`config.mk`:
```
export PLATFORM = sky130hd
export DESIGN_NAME = acs_sequencer
export DESIGN_NICKNAME = d
export VERILOG_FILES = /design/src/verilog/acs_pkg.sv /design/src/verilog/acs_conv_timer.sv /design/src/verilog/acs_sequencer.sv
export SDC_FILE = /design/constraint.sdc
export NUM_CORES = 1
export LEC_CHECK = 0
export ABC_AREA = 1
export ABC_CLOCK_PERIOD_IN_PS = 3100
export BUFFER_PORTS_ARGS = -buffer_cell sky130_fd_sc_hd__buf_2
export CAP_MARGIN = 30
export CORE_ASPECT_RATIO = 1.1
export CORE_MARGIN = 4
export CORE_UTILIZATION = 39
export CTS_CLUSTER_DIAMETER = 80
export CTS_CLUSTER_SIZE = 40
export DETAILED_ROUTE_END_ITERATION = 6
export PLACE_DENSITY = 0.65
export RECOVER_POWER = 25
export SYNTH_ARGS = -nofsm -noshare
export SYNTH_HDL_FRONTEND = slang
export SYNTH_SLANG_ARGS = --single-unit
```
`constraint.sdc`:
```
create_clock -name clock_in -period 3.1 [get_ports clock_in]
set_input_delay 0 -clock clock_in [delete_from_list [all_inputs] [get_ports clock_in]]
set_output_delay 0 -clock clock_in [all_outputs]
set_load 0.02 [all_outputs]
```
`src/verilog/acs_pkg.sv`:
```
package acs_pkg;

    // Register geometry
    localparam int ACS_REG_W = 8;
    localparam int ACS_RES_W = 8;
    localparam int ACS_CNT_W = 11;

    // First control register fields
    localparam int C1_START_BIT = 7;
    localparam int C1_DISABLE_BIT = 4;
    localparam int C1_CH_LSB = 0;
    localparam int C1_CH_W = 4;

    // Second control register fields
    localparam int C2_LADDER_BIT = 5;
    localparam int C2_TIME_LSB = 1;
    localparam int C2_TIME_W = 3;
    localparam int C2_LIVE_W = 6;

    // Status register fields
    localparam int ST_END_BIT = 5;
    localparam int ST_BUSY_BIT = 4;

    // Reset values
    localparam logic [7:0] C1_RESET = 8'h10;
    localparam logic [7:0] C2_RESET = 8'h00;
    localparam logic [7:0] RESULT_RESET = 8'h00;
    localparam logic [7:0] STATUS_ZERO = 8'h00;

    // Conversion time codes
    localparam logic [2:0] TIME_78 = 3'h2;
    localparam logic [2:0] TIME_156 = 3'h3;
    localparam logic [2:0] TIME_312 = 3'h4;
    localparam logic [2:0] TIME_624 = 3'h5;
    localparam logic [2:0] TIME_1248 = 3'h6;

    // Conversion times in high-frequency clock periods
    localparam int PERIODS_78 = 78;
    localparam int PERIODS_156 = 156;
    localparam int PERIODS_312 = 312;
    localparam int PERIODS_624 = 624;
    localparam int PERIODS_1248 = 1248;

    // Successive approximation stepping
    localparam int SAR_STEP = 8;
    localparam int SAR_STEP_LOG = 3;
    localparam logic [7:0] SAR_FIRST = 8'h80;

    typedef enum logic {ACS_IDLE, ACS_CONVERT} acs_state_t;

    // Reserved codes fall back to the longest, safest time
    function automatic logic [ACS_CNT_W-1:0] period_count(
        input logic [2:0] code);
        logic [ACS_CNT_W-1:0] n;
        n = ACS_CNT_W'(PERIODS_1248);
        case (code)
            TIME_78: n = ACS_CNT_W'(PERIODS_78);
            TIME_156: n = ACS_CNT_W'(PERIODS_156);
            TIME_312: n = ACS_CNT_W'(PERIODS_312);
            TIME_624: n = ACS_CNT_W'(PERIODS_624);
            default: n = ACS_CNT_W'(PERIODS_1248);
        endcase
        return n;
    endfunction : period_count

endpackage : acs_pkg

```
`src/verilog/acs_conv_timer.sv`:
```
`timescale 1ns/100ps
module acs_conv_timer
    import acs_pkg::*;
#(
    parameter int CNT_W = ACS_CNT_W,
    parameter int BITS = ACS_RES_W
)
(
    // Clock and reset
    input wire logic clock_in,
    input wire logic rst_in,
    // Control
    input wire logic run_in,
    input wire logic abort_in,
    input wire logic [CNT_W-1:0] len_in,
    // Timing events
    output logic step_out,
    output logic [2:0] step_bit_out,
    output logic done_out
);

    if (2 ** CNT_W <= PERIODS_1248 || BITS * SAR_STEP >= PERIODS_78)
    begin : g_check
        $error("acs_conv_timer: counter too narrow or too many steps");
    end

    logic [CNT_W-1:0] elapsed_q;
    logic [CNT_W-1:0] elapsed_d;
    logic [CNT_W-1:0] sar_span;

    assign sar_span = CNT_W'(BITS * SAR_STEP);

    always_comb
    begin
        elapsed_d = '0;
        if (run_in && !abort_in)
        begin
            elapsed_d = elapsed_q + CNT_W'(1);
        end
    end

    always_ff @(posedge clock_in)
    begin
        if (rst_in)
        begin
            elapsed_q <= '0;
        end
        else
        begin
            elapsed_q <= elapsed_d;
        end
    end

    // One trial per step window, finished well before the shortest time
    assign step_out = run_in && (elapsed_q < sar_span) &&
        (&elapsed_q[SAR_STEP_LOG-1:0]);
    assign step_bit_out = ~elapsed_q[SAR_STEP_LOG+2:SAR_STEP_LOG];
    assign done_out = run_in && (elapsed_q == len_in - CNT_W'(1));

endmodule : acs_conv_timer

```
`src/verilog/acs_sequencer.sv`:
```
`timescale 1ns/100ps
// Behaviour
// - Start bit begins converting selected channel
// - Result, end flag, interrupt together
// - Result is unsigned 8-bit code
// - Start bit clears once conversion starts
// - Result only after selected conversion time
// - Reading result clears end flag
// - Restart clears flag, keeps old result
// - Start bit is bit 7
// - Deep halt aborts, resets control registers
// - Deep halt discards stored result
// - No automatic restart after deep halt
// - Deep halt disconnects reference ladder
// - Busy flag spans conversion, cleared by halt
// - Time codes select 78 to 1248
// - Control registers ignore writes in halt
module acs_sequencer
    import acs_pkg::*;
#(
    parameter int CNT_W = ACS_CNT_W
)
(
    // Clock and reset
    input wire logic clock_in,
    input wire logic rst_in,
    // Software register access
    input wire logic ctrl_one_wr_in,
    input wire logic [7:0] ctrl_one_data_in,
    input wire logic ctrl_two_wr_in,
    input wire logic [7:0] ctrl_two_data_in,
    input wire logic result_rd_in,
    // Power mode
    input wire logic deep_halt_in,
    // Register readback
    output logic [7:0] conv_control_one_out,
    output logic [7:0] conv_control_two_out,
    output logic [7:0] conv_result_reg_out,
    output logic [7:0] conv_status_reg_out,
    // Analog front end
    output logic [3:0] channel_select_out,
    output logic analog_input_disable_out,
    output logic ladder_connect_out,
    output logic [7:0] dac_code_out,
    input wire logic comp_in,
    // Completion event
    output logic conv_done_irq_out
);

    if (CNT_W < ACS_CNT_W)
    begin : g_check
        $error("acs_sequencer: CNT_W cannot hold the longest time");
    end

    acs_state_t state_q;
    acs_state_t state_d;
    logic [7:0] ctrl_one_q;
    logic [7:0] ctrl_one_d;
    logic [7:0] ctrl_two_q;
    logic [7:0] ctrl_two_d;
    logic [CNT_W-1:0] len_q;
    logic [CNT_W-1:0] len_d;
    logic [7:0] sar_q;
    logic [7:0] sar_d;
    logic [7:0] result_q;
    logic [7:0] result_d;
    logic eoc_q;
    logic eoc_d;
    logic irq_q;
    logic irq_d;
    logic busy;
    logic start_go;
    logic tmr_step;
    logic [2:0] tmr_bit;
    logic tmr_done;
    logic done;

    assign busy = (state_q == ACS_CONVERT);
    // A pending start bit is consumed only while idle
    assign start_go = !busy && ctrl_one_q[C1_START_BIT] && !deep_halt_in;
    // Halt in the final cycle still wins over completion
    assign done = tmr_done && !deep_halt_in;

    acs_conv_timer #(
        .CNT_W(CNT_W),
        .BITS(ACS_RES_W)
    ) u_timer (
        .clock_in(clock_in),
        .rst_in(rst_in),
        .run_in(busy),
        .abort_in(deep_halt_in),
        .len_in(len_q),
        .step_out(tmr_step),
        .step_bit_out(tmr_bit),
        .done_out(tmr_done)
    );

    // Control registers
    always_comb
    begin
        ctrl_one_d = ctrl_one_q;
        ctrl_two_d = ctrl_two_q;
        if (start_go)
        begin
            ctrl_one_d[C1_START_BIT] = 1'b0;
        end
        if (ctrl_one_wr_in)
        begin
            ctrl_one_d = ctrl_one_data_in;
            if (busy || start_go)
            begin
                ctrl_one_d[C1_START_BIT] = 1'b0;
            end
        end
        if (ctrl_two_wr_in)
        begin
            ctrl_two_d = ctrl_two_data_in;
            ctrl_two_d[ACS_REG_W-1:C2_LIVE_W] = '0;
        end
        if (deep_halt_in)
        begin
            ctrl_one_d = C1_RESET;
            ctrl_two_d = C2_RESET;
        end
    end

    always_ff @(posedge clock_in)
    begin
        if (rst_in)
        begin
            ctrl_one_q <= C1_RESET;
            ctrl_two_q <= C2_RESET;
        end
        else
        begin
            ctrl_one_q <= ctrl_one_d;
            ctrl_two_q <= ctrl_two_d;
        end
    end

    // Sequencer state
    always_comb
    begin
        state_d = state_q;
        len_d = len_q;
        case (state_q)
            ACS_IDLE:
            begin
                if (start_go)
                begin
                    state_d = ACS_CONVERT;
                    // Time is frozen so a later write cannot stretch it
                    len_d = CNT_W'(period_count(
                        ctrl_two_q[C2_TIME_LSB +: C2_TIME_W]));
                end
            end
            ACS_CONVERT:
            begin
                if (done)
                begin
                    state_d = ACS_IDLE;
                end
            end
            default:
            begin
                state_d = ACS_IDLE;
            end
        endcase
        if (deep_halt_in)
        begin
            state_d = ACS_IDLE;
        end
    end

    always_ff @(posedge clock_in)
    begin
        if (rst_in)
        begin
            state_q <= ACS_IDLE;
            len_q <= '0;
        end
        else
        begin
            state_q <= state_d;
            len_q <= len_d;
        end
    end

    // Approximation, result and end flag
    always_comb
    begin
        sar_d = sar_q;
        result_d = result_q;
        eoc_d = eoc_q;
        irq_d = 1'b0;
        if (result_rd_in)
        begin
            eoc_d = 1'b0;
        end
        if (start_go)
        begin
            eoc_d = 1'b0;
            sar_d = SAR_FIRST;
        end
        if (tmr_step)
        begin
            if (!comp_in)
            begin
                sar_d[tmr_bit] = 1'b0;
            end
            if (tmr_bit != 3'h0)
            begin
                sar_d[tmr_bit - 3'h1] = 1'b1;
            end
        end
        // Completion beats a read in the same cycle
        if (done)
        begin
            result_d = sar_q;
            eoc_d = 1'b1;
            irq_d = 1'b1;
        end
        if (deep_halt_in)
        begin
            result_d = RESULT_RESET;
            sar_d = RESULT_RESET;
            eoc_d = 1'b0;
            irq_d = 1'b0;
        end
    end

    always_ff @(posedge clock_in)
    begin
        if (rst_in)
        begin
            sar_q <= RESULT_RESET;
            result_q <= RESULT_RESET;
            eoc_q <= 1'b0;
            irq_q <= 1'b0;
        end
        else
        begin
            sar_q <= sar_d;
            result_q <= result_d;
            eoc_q <= eoc_d;
            irq_q <= irq_d;
        end
    end

    // Outputs
    always_comb
    begin
        conv_status_reg_out = STATUS_ZERO;
        conv_status_reg_out[ST_END_BIT] = eoc_q;
        conv_status_reg_out[ST_BUSY_BIT] = busy;
    end

    assign conv_control_one_out = ctrl_one_q;
    assign conv_control_two_out = ctrl_two_q;
    assign conv_result_reg_out = result_q;
    assign conv_done_irq_out = irq_q;
    assign channel_select_out = ctrl_one_q[C1_CH_LSB +: C1_CH_W];
    assign analog_input_disable_out = ctrl_one_q[C1_DISABLE_BIT];
    assign dac_code_out = sar_q;
    // Ladder draws current, so it is off unless needed
    assign ladder_connect_out = !deep_halt_in &&
        (ctrl_two_q[C2_LADDER_BIT] || busy);

    // Checks
    logic [CNT_W-1:0] busy_cnt_q;

    always_ff @(posedge clock_in)
    begin
        if (rst_in || !busy)
        begin
            busy_cnt_q <= '0;
        end
        else
        begin
            busy_cnt_q <= busy_cnt_q + CNT_W'(1);
        end
    end
endmodule : acs_sequencer
```
==> impl_metrics.py, run 1 <==
metrics = {
    "status": {
        "status": "finished clean",
    },
    "clocking": {
        "clockBufferDepth": 2,
        "clock-sinks": 54,
        "h-tree-depth": 2,
        "cts_resized": 0,
        "cts_buffers": 5,
        "cts_tree": "yes",
        "clk_transition_reported_paths_ns": 0.10,
        "clockRootBuffer": "clkbuf_8",
        "insertion_delay_ns": 0.31,
    },
    "setup_path": {
        "critPathCaptureType": "register",
        "rrSetupSlack_ns": 1.29,
        "arrival_ns": 2.06,
        "r2r_start": "len_q[1]",
        "timing.critical_path.fanout_max": 9,
        "critical_path_class": "register to register",
        "crit-reg2reg-capture": "conv_result_reg_out[1]",
        "start_kind": "register",
        "crit_required_ns": 3.35,
        "reg2reg_depth": 11,
    },
    "synth": {
        "ys_warn_count": 0,
        "synth_area_mm2": 0.00290,
        "ys_seq_elements": 54,
        "synthTopCellsByArea": "dfxtp_1, nand2_1, inv_1, a21oi_1, nand3_1",
        "synth_top_area_cell": "dfxtp_1",
        "ys_seq_area_share_pct": 37.2,
        "avgSynthCellArea_um2": 6.95,
        "synth_edf_count": 0,
        "async_flop_share_pct": 0,
        "yosysTopAreaCellShare_pct": 37.2,
        "ys.flop_type": "dfxtp_1",
        "syn_inst": 418,
        "synth_cell_types": 36,
    },
    "sta": {
        "setup_ws_ns": 1.29,
        "drv_slew": 0,
        "worst_clock_skew_ns": 0.0114,
        "relSlewSlack_pct": 58.9,
        "grt_setup_unrepaired": "false",
        "fmax_ghz": 0.552,
        "tns_ns": 0,
        "setup_viol": 0,
        "hold_viol_final": 0,
        "fin_crit_ns": 1.81,
        "tightest_slew_ns": 0.617,
        "post-route-period-util_pct": 58.4,
    },
    "worst_hold_path": {
        "worstHoldEndpoint": "conv_control_two_out[1]",
        "hold_path_class": "input port to register",
        "holdPathStages": 3,
        "hold_path.startpoint": "ctrl_two_data_in[1]",
    },
    "die": {
        "die_area_mm2": 0.00889,
        "dieHeight_um": 98.5,
        "fp.coreArea_mm2": 0.00713,
        "ios": 70,
        "start_util_pct": 40.7,
        "die_w_um": 90.3,
        "rows": 32,
    },
    "drt": {
        "totalWireLength_um": 6670,
        "drc": 0,
        "drt-pass1-iter-count": 4,
        "drt_iter0_drc": 135,
        "ant_nets": 0,
        "vias": 2734,
        "wire_per_inst_um": 11.6,
        "routed_via_density": 4.76,
    },
    "power_and_ir_drop": {
        "pwr-share-comb_pct": 11.7,
        "clock_power_share_pct": 33.3,
        "p_per_area_mw_per_mm2": 373,
        "seq_power_share_pct": 55.0,
        "p_leak_nw": 1.51,
        "power.share.switching_pct": 25.3,
        "vdd_drop_max_v": 0.000246,
        "intPower_uw": 964,
        "power.net_switching_uw": 326,
    },
    "layout": {
        "drive_gt1_share_pct": 14.7,
        "nNetsFinal": 516,
        "syn_to_final_growth_pct": 19.1,
        "final_cell_area_mm2": 0.00346,
        "diodes": 0,
    },
    "placement": {
        "hpwl_um": 5080,
        "globalplace.congestion": 0.868,
        "numPortBuffers": 59,
        "dpl_cell_area_mm2": 0.00319,
        "pre_cts_slack_ns": 1.28,
    },
    "global_route": {
        "grt_pass1_vias": 2650,
        "grt_overflow_total": 0,
        "grt_antenna_before_repair": 0,
        "grt_first_pass_wirelength_um": 11600,
        "grt_max_degree": 21,
        "track_usage_pct": 15.3,
    },
    "run": {
        "max_cap_viol_count": 0,
    },
}
[per-stage QoR]
step                      utilization (%)  total power [mW]  hold slack [ns]  std cells
after CTS                            48.9              1.31          0.00489        574
after global placement               44.8             0.857            0.219        547
after floorplan                         -             0.832            0.126        425
after global routing                 48.5              1.35          0.00566        574
after detailed placement             44.8             0.859            0.226        547
final                                48.5              1.29          0.00877        574
[layer usage]
metal	GRT usage (%)	up-vias	share of wire [%]
met1	18.0	1211	45
met3	3.97	8	5.3
met5	0	-	0
met4	5.18	0	1.4
li1	-	1447	-
met2	27.1	68	49
[layout by cell type, fill, tap and decap left out, types with 16 or more instances in the layout]
cell type,n
nand3_1,31
nand4_1,16
clkbuf_1,23
nand2_1,96
dfxtp_1,54
nor2_1,34
dlygate4sd3_1,19
a21oi_1,31
buf_2,36
inv_1,66
[kinds of logic after synthesis]
family | after synthesis | share of synthesized area (%)
AO/OA/AOI/OAI | 56 | 11.0
other | 1 | 0.129
flip-flops | 54 | 37.2
adder cells (fa/ha/maj) | 5 | 2.15
AND/OR/NAND/NOR | 200 | 32.3
buffers and inverters | 95 | 14.5
XOR/XNOR | 7 | 2.76
[cell usage after synthesis (3+ instances only)]
cell	instances
xor2_1	4
nor3_1	3
nand2_1	96
ha_1	5
nand2_2	8
inv_1	66
o31ai_1	6
nor2_1	34
dfxtp_1	54
clkbuf_1	6
buf_4	16
inv_2	5
nor2_2	4
a21oi_1	31
o21ai_0	8
nand4_1	16
nand3_1	31
[worst max-delay path by stage]
stage | startpoint | endpoint | slack, ns | cells past startpoint
2_1_floorplan | len_q[1] | conv_result_reg_out[0] | 1.49 | 11
3_5_place_dp | len_q[1] | conv_result_reg_out[1] | 1.28 | 11
4_1_cts | len_q[1] | conv_result_reg_out[1] | 1.27 | 11
5_1_grt | len_q[1] | conv_result_reg_out[2] | 1.06 | 11
3_3_place_gp | len_q[1] | conv_result_reg_out[1] | 1.32 | 11
6_report | len_q[1] | conv_result_reg_out[1] | 1.29 | 11
[power by group through the flow]
stage,Combinational (mW),Clock (mW),Sequential (mW)
floorplan,0.100,0,0.732
global placement,0.132,0,0.725
detailed placement,0.134,0,0.725
CTS,0.152,0.450,0.709
global route,0.169,0.472,0.711
finish,0.151,0.430,0.709
[critical path: stages (launching register included)]
cell,delay [ns]
dfxtp_1,0.38
inv_2,0.06
ha_1,0.30
a21oi_1,0.14
nand3_1,0.10
nor2_2,0.13
nand2_2,0.11
nor2_8,0.16
nand3_4,0.15
nand2_1,0.09
inv_1,0.04
nor2_1,0.09
[sequential cells by signal, summed over array words and instances (netlist names)]
| signal | flops |
|---|---|
| len_q | 10 |
| dac_code_out | 8 |
| eoc_q | 1 |
| conv_result_reg_out | 8 |
| conv_control_one_out | 8 |
| busy | 1 |
| conv_done_irq_out | 1 |
| conv_control_two_out | 6 |
| u_timer.elapsed_q | 11 |
[layout make-up]
cell class                 count  area [um2]
multi-input combinational    276        1430
tap                           85         106
clock buffer                   7        96.3
fill                         733        3670
clock inverter                 1        8.76
inverter                      72         273
timing repair buffer          79         464
sequential                    54        1080
[what timing repair did]
action	in CTS	in global routing
hold endpoints to repair	17	0
buffers inserted	0	0
endpoints found under the setup margin	0	0
hold buffers	19	0
Power figures use the tool's default switching activity.
==> run 2, diff against run 1 <==
--- a/config.mk
+++ b/config.mk
@@ -6,7 +6,7 @@
 export NUM_CORES = 1
 export LEC_CHECK = 0
 export ABC_AREA = 1
-export ABC_CLOCK_PERIOD_IN_PS = 3100
+export ABC_CLOCK_PERIOD_IN_PS = 1700
 export BUFFER_PORTS_ARGS = -buffer_cell sky130_fd_sc_hd__buf_2
 export CAP_MARGIN = 30
 export CORE_ASPECT_RATIO = 1.1
==> constraint.sdc (replaced) <==
create_clock -name clock_in -period 1.7 [get_ports clock_in]
set_input_delay 0 -clock clock_in [delete_from_list [all_inputs] [get_ports clock_in]]
set_output_delay 0 -clock clock_in [all_outputs]
set_load 0.02 [all_outputs]
==> impl_metrics.py, run 2 (synthesized netlist as in run 1, its figures left out) <==
metrics = {
    "status": {
        "status": "finished clean",
    },
    "setup_path": {
        "critPathCaptureType": "register",
        "start_kind": "register",
        "timing.critical_path.fanout_max": 5,
        "arrival_ns": 1.95,
        "crit_required_ns": 1.95,
        "critical_path_class": "register to register",
    },
    "sta": {
        "hold_viol_final": 0,
        "tightest_slew_ns": 0.616,
        "fin_crit_ns": 1.70,
        "setup_ws_ns": 0.00285,
        "fmax_ghz": 0.589,
        "drv_slew": 0,
        "grt_setup_unrepaired": "true",
        "relSlewSlack_pct": 58.9,
        "tns_ns": 0,
        "post-route-period-util_pct": 99.8,
        "worst_clock_skew_ns": 0.00662,
        "setup_viol": 0,
    },
    "global_route": {
        "grt_first_pass_wirelength_um": 11900,
        "track_usage_pct": 15.9,
        "grt_overflow_total": 0,
        "grt_max_degree": 21,
        "grt_antenna_before_repair": 0,
        "grt_pass1_vias": 2629,
    },
    "die": {
        "start_util_pct": 40.7,
        "die_area_mm2": 0.00889,
        "die_w_um": 90.3,
        "rows": 32,
        "ios": 70,
        "dieHeight_um": 98.5,
        "fp.coreArea_mm2": 0.00713,
    },
    "drt": {
        "totalWireLength_um": 7460,
        "wire_per_inst_um": 12.5,
        "drt-pass1-iter-count": 4,
        "vias": 2889,
        "drt_iter0_drc": 124,
        "ant_nets": 0,
        "routed_via_density": 4.83,
        "drc": 0,
    },
    "layout": {
        "final_common_cell": "nand2_1",
        "top_register": "u_timer.elapsed_q",
        "final_core_util_pct": 52.9,
        "drive_gt1_share_pct": 21.8,
        "syn_to_final_growth_pct": 29.8,
        "mostFrequentLayoutCells": "nand2_1, inv_1, dfxtp_1",
        "largest_reg_flops": 11,
        "diodes": 0,
        "reg_top3": "u_timer.elapsed_q: 11 flops, len_q: 10 flops",
        "nNetsFinal": 540,
    },
    "power_and_ir_drop": {
        "intPower_mw": 1.75,
        "power.net_switching_uw": 636,
        "clock_power_share_pct": 32.1,
        "power.share.switching_pct": 26.7,
        "p_per_area_mw_per_mm2": 632,
        "pwr-share-comb_pct": 13.6,
        "p_leak_nw": 1.67,
        "seq_power_share_pct": 54.3,
        "vdd_drop_max_v": 0.000370,
    },
    "clocking": {
        "clockBufferDepth": 2,
        "clk_transition_reported_paths_ns": 0.10,
        "insertion_delay_ns": 0.31,
        "clock-sinks": 54,
        "h-tree-depth": 2,
        "cts_buffers": 5,
        "clockRootBuffer": "clkbuf_8",
        "cts_tree": "yes",
    },
    "run": {
        "max_cap_viol_count": 0,
    },
    "placement": {
        "numPortBuffers": 59,
        "globalplace.congestion": 0.845,
        "pre_cts_slack_ns": -0.0358,
        "hpwl_um": 5270,
    },
    "worst_hold_path": {
        "hold_path_class": "input port to register",
    },
}
run 2: area by class of cell:
cell class | count | area (um2)
fillers | 687 | 3360
multi-input cells | 279 | 1540
flip-flops and latches | 54 | 1090
repair buffers | 100 | 666
inverters | 72 | 273
well taps | 85 | 106
clock buffers | 7 | 86.3
clock inverters | 1 | 8.76
run 2: stage by stage:
stage,cell area [um2],hold WS (ns),total power [mW],instances
after CTS,3660,0.00584,2.37,593
after global placement,3300,0.215,1.56,562
after floorplan,2930,0.126,1.52,425
final,3770,0.0112,2.38,598
after global routing,3770,0.0189,2.49,598
after detailed placement,3300,0.221,1.57,562
run 2: what timing repair did:
action / 4_1_cts / 5_1_grt
setup buffers: 3 / 2
endpoints found under the hold margin: 19 / 0
gates cloned: 1 / 3
gates resized for setup: 3 / 22
hold buffers: 20 / 0
pin swaps: 5 / 23
setup endpoints to repair: 8 / 15
run 2: power by group through the flow:
| stage | Sequential, mW | Combinational [mW] | Clock (mW) |
|---|---|---|---|
| floorplan | 1.33 | 0.183 | 0 |
| global placement | 1.32 | 0.242 | 0 |
| detailed placement | 1.32 | 0.245 | 0 |
| CTS | 1.29 | 0.292 | 0.787 |
| global route | 1.30 | 0.355 | 0.841 |
| finish | 1.29 | 0.323 | 0.765 |
run 2: path summary, 6_finish.rpt:
path	start	to	cells after the start	slack, ns
setup / recovery	len_q[2]	conv_result_reg_out[3]	12	0.003
hold / removal	ctrl_one_wr_in	conv_control_one_out[1]	3	0.01
setup reg to reg	len_q[2]	conv_result_reg_out[3]	12	0.003
hold reg to reg	conv_control_one_out[5]	conv_control_one_out[5]	2	0.47
run 2: critical path, stage by stage (launching register included):
cell,delay [ns]
dfxtp_2,0.34
buf_6,0.11
nor2_4,0.10
nand2_4,0.08
nor2_4,0.14
nand3_1,0.08
nand2_1,0.14
nand2_2,0.14
nor2_8,0.19
nand3_4,0.12
nand2_1,0.07
inv_1,0.03
nor2_1,0.09
run 2: routing by layer:
layer	GRT usage (%)	wire length [um]	up-vias
li1	-	-	1498
met1	20.2	3250	1306
met2	28.3	3740	83
met3	3.36	445	2
met4	2.83	30	0
met5	0	0	-
==> run 3, diff against run 2 <==
--- a/config.mk
+++ b/config.mk
@@ -15,7 +15,7 @@
 export CTS_CLUSTER_DIAMETER = 80
 export CTS_CLUSTER_SIZE = 40
 export DETAILED_ROUTE_END_ITERATION = 6
-export PLACE_DENSITY = 0.65
+export PLACE_DENSITY = 0.58
 export RECOVER_POWER = 25
 export SYNTH_ARGS = -nofsm -noshare
 export SYNTH_HDL_FRONTEND = slang
==> impl_metrics.py, run 3 (synthesized netlist as in run 1, its figures left out) <==
metrics = {
    "sta": {
        "drv_slew": 0,
        "hold_ws_ns": 0.0114,
        "hold_viol_final": 0,
        "tightest_slew_ns": 0.656,
        "fin_crit_ns": 1.64,
        "post-route-period-util_pct": 96.5,
        "setup_viol": 0,
        "relSlewSlack_pct": 56.2,
        "worst_clock_skew_ns": 0.00672,
        "fmax_ghz": 0.610,
        "grt_setup_unrepaired": "true",
    },
    "clocking": {
        "clockBufferDepth": 2,
        "insertion_delay_ns": 0.31,
        "cts_tree": "yes",
        "h-tree-depth": 2,
        "clock-sinks": 54,
        "clk_transition_reported_paths_ns": 0.10,
        "clockRootBuffer": "clkbuf_8",
        "cts_buffers": 5,
    },
    "setup_path": {
        "crit_slowest_cell": "dfxtp_2",
        "start_kind": "register",
        "critical_path_class": "register to register",
        "slowest_delay_ns": 0.33,
        "path_cells": "buf_6, nor2_4, nand2_4, nor2_4, nand2_2, nand2_4, xor2_4, clkbuf_16, nand4_1, nand2_1, nor2_1",
        "crit_required_ns": 1.91,
        "path_buf_inv": 2,
        "arrival_ns": 1.85,
        "timing.critical_path.fanout_max": 5,
        "crit_family": "simple AND/OR/NAND/NOR gates",
        "critPathCaptureType": "register",
    },
    "die": {
        "ios": 70,
        "dieHeight_um": 98.5,
        "fp.coreArea_mm2": 0.00713,
        "die_area_mm2": 0.00889,
        "start_util_pct": 40.7,
        "die_w_um": 90.3,
        "rows": 32,
    },
    "global_route": {
        "track_usage_pct": 16.4,
        "grt_pass1_vias": 2719,
        "grt_max_degree": 21,
        "grt_first_pass_wirelength_um": 12300,
        "grt_antenna_before_repair": 0,
        "grt_overflow_total": 0,
    },
    "worst_hold_path": {
        "hold_path_class": "input port to register",
    },
    "drt": {
        "drt-pass1-iter-count": 4,
        "totalWireLength_um": 7220,
        "wire_per_inst_um": 12.1,
        "drt_iter0_drc": 147,
        "routed_via_density": 4.75,
        "vias": 2837,
        "ant_nets": 0,
        "drc": 0,
    },
    "layout": {
        "drive_gt1_share_pct": 23.4,
        "multiInputGateArea_mm2": 0.00158,
        "mostFrequentLayoutCells": "nand2_1, inv_1, dfxtp_1",
        "top_register": "u_timer.elapsed_q",
        "reg_top3": "u_timer.elapsed_q: 11 flops, len_q: 10 flops",
        "final_common_cell": "nand2_1",
        "nNetsFinal": 539,
        "syn_to_final_growth_pct": 30.4,
        "num-fill-cells": 710,
        "largest_reg_flops": 11,
        "diodes": 0,
        "regArea_mm2": 0.00109,
        "final_cell_area_mm2": 0.00379,
    },
    "placement": {
        "hpwl_um": 5330,
        "globalplace.congestion": 0.808,
        "numPortBuffers": 59,
        "dpl_cell_area_mm2": 0.00330,
    },
    "power_and_ir_drop": {
        "vdd_drop_max_v": 0.000328,
        "p_leak_nw": 1.68,
        "p_per_area_mw_per_mm2": 616,
    },
    "run": {
        "max_cap_viol_count": 0,
    },
    "status": {
        "status": "finished clean",
    },
}
-- run 3: per-layer routing --
layer	share of wire [%]	track usage [%]
met3	4.5	3.51
met2	48	28.3
met1	46	21.1
met5	0	0
met4	0.87	3.42
-- run 3: cell type report --
| cell class | instances | area share, % |
|---|---|---|
| Clock buffer | 6 | 1.92 |
| Clock inverter | 2 | 0.364 |
| Inverter | 72 | 7.20 |
| Multi-Input combinational cell | 279 | 41.7 |
| Sequential cell | 54 | 28.8 |
| Tap cell | 85 | 2.81 |
| Timing Repair Buffer | 99 | 17.3 |
-- run 3: stage by stage --
step	cells	setup slack, ns	util [%]	total power [mW]	TNS, ns
after floorplan	425	0.0856	-	1.52	0
after global placement	562	0.00671	46.4	1.57	0
after detailed placement	562	-0.0322	46.4	1.57	-0.143
after CTS	593	0.00335	51.4	2.33	0
after global routing	597	-0.0830	53.1	2.43	-0.537
final	597	0.0595	53.1	2.33	0
-- run 3: worst paths after layout --
| check | cells past startpoint | slack [ns] | endpoint | from |
|---|---|---|---|---|
| setup / recovery | 11 | 0.06 | conv_result_reg_out[3] | len_q[2] |
| setup reg to reg | 11 | 0.06 | conv_result_reg_out[3] | len_q[2] |
| hold / removal | 3 | 0.01 | conv_control_one_out[3] | ctrl_one_wr_in |
| hold reg to reg | 2 | 0.47 | conv_control_two_out[0] | conv_control_two_out[0] |
-- run 3: power breakdown --
part / internal (mW) / switching, mW
logic: 0.130 / 0.194
registers: 1.28 / 0.0142
clock network: 0.292 / 0.421
-- run 3: timing repair --
action                                  4_1_cts  5_1_grt
endpoints found under the setup margin        8       22
gates resized for setup                       6       29
setup buffers                                 1        2
pin swaps                                     7       19
hold buffers                                 20        0
gates cloned                                  2        2
endpoints found under the hold margin        18        0
-- run 3: worst min-delay path, stage by stage --
cell and delay (ns):
buf_2 0.15, nand2_1 0.07, a21oi_1 0.05
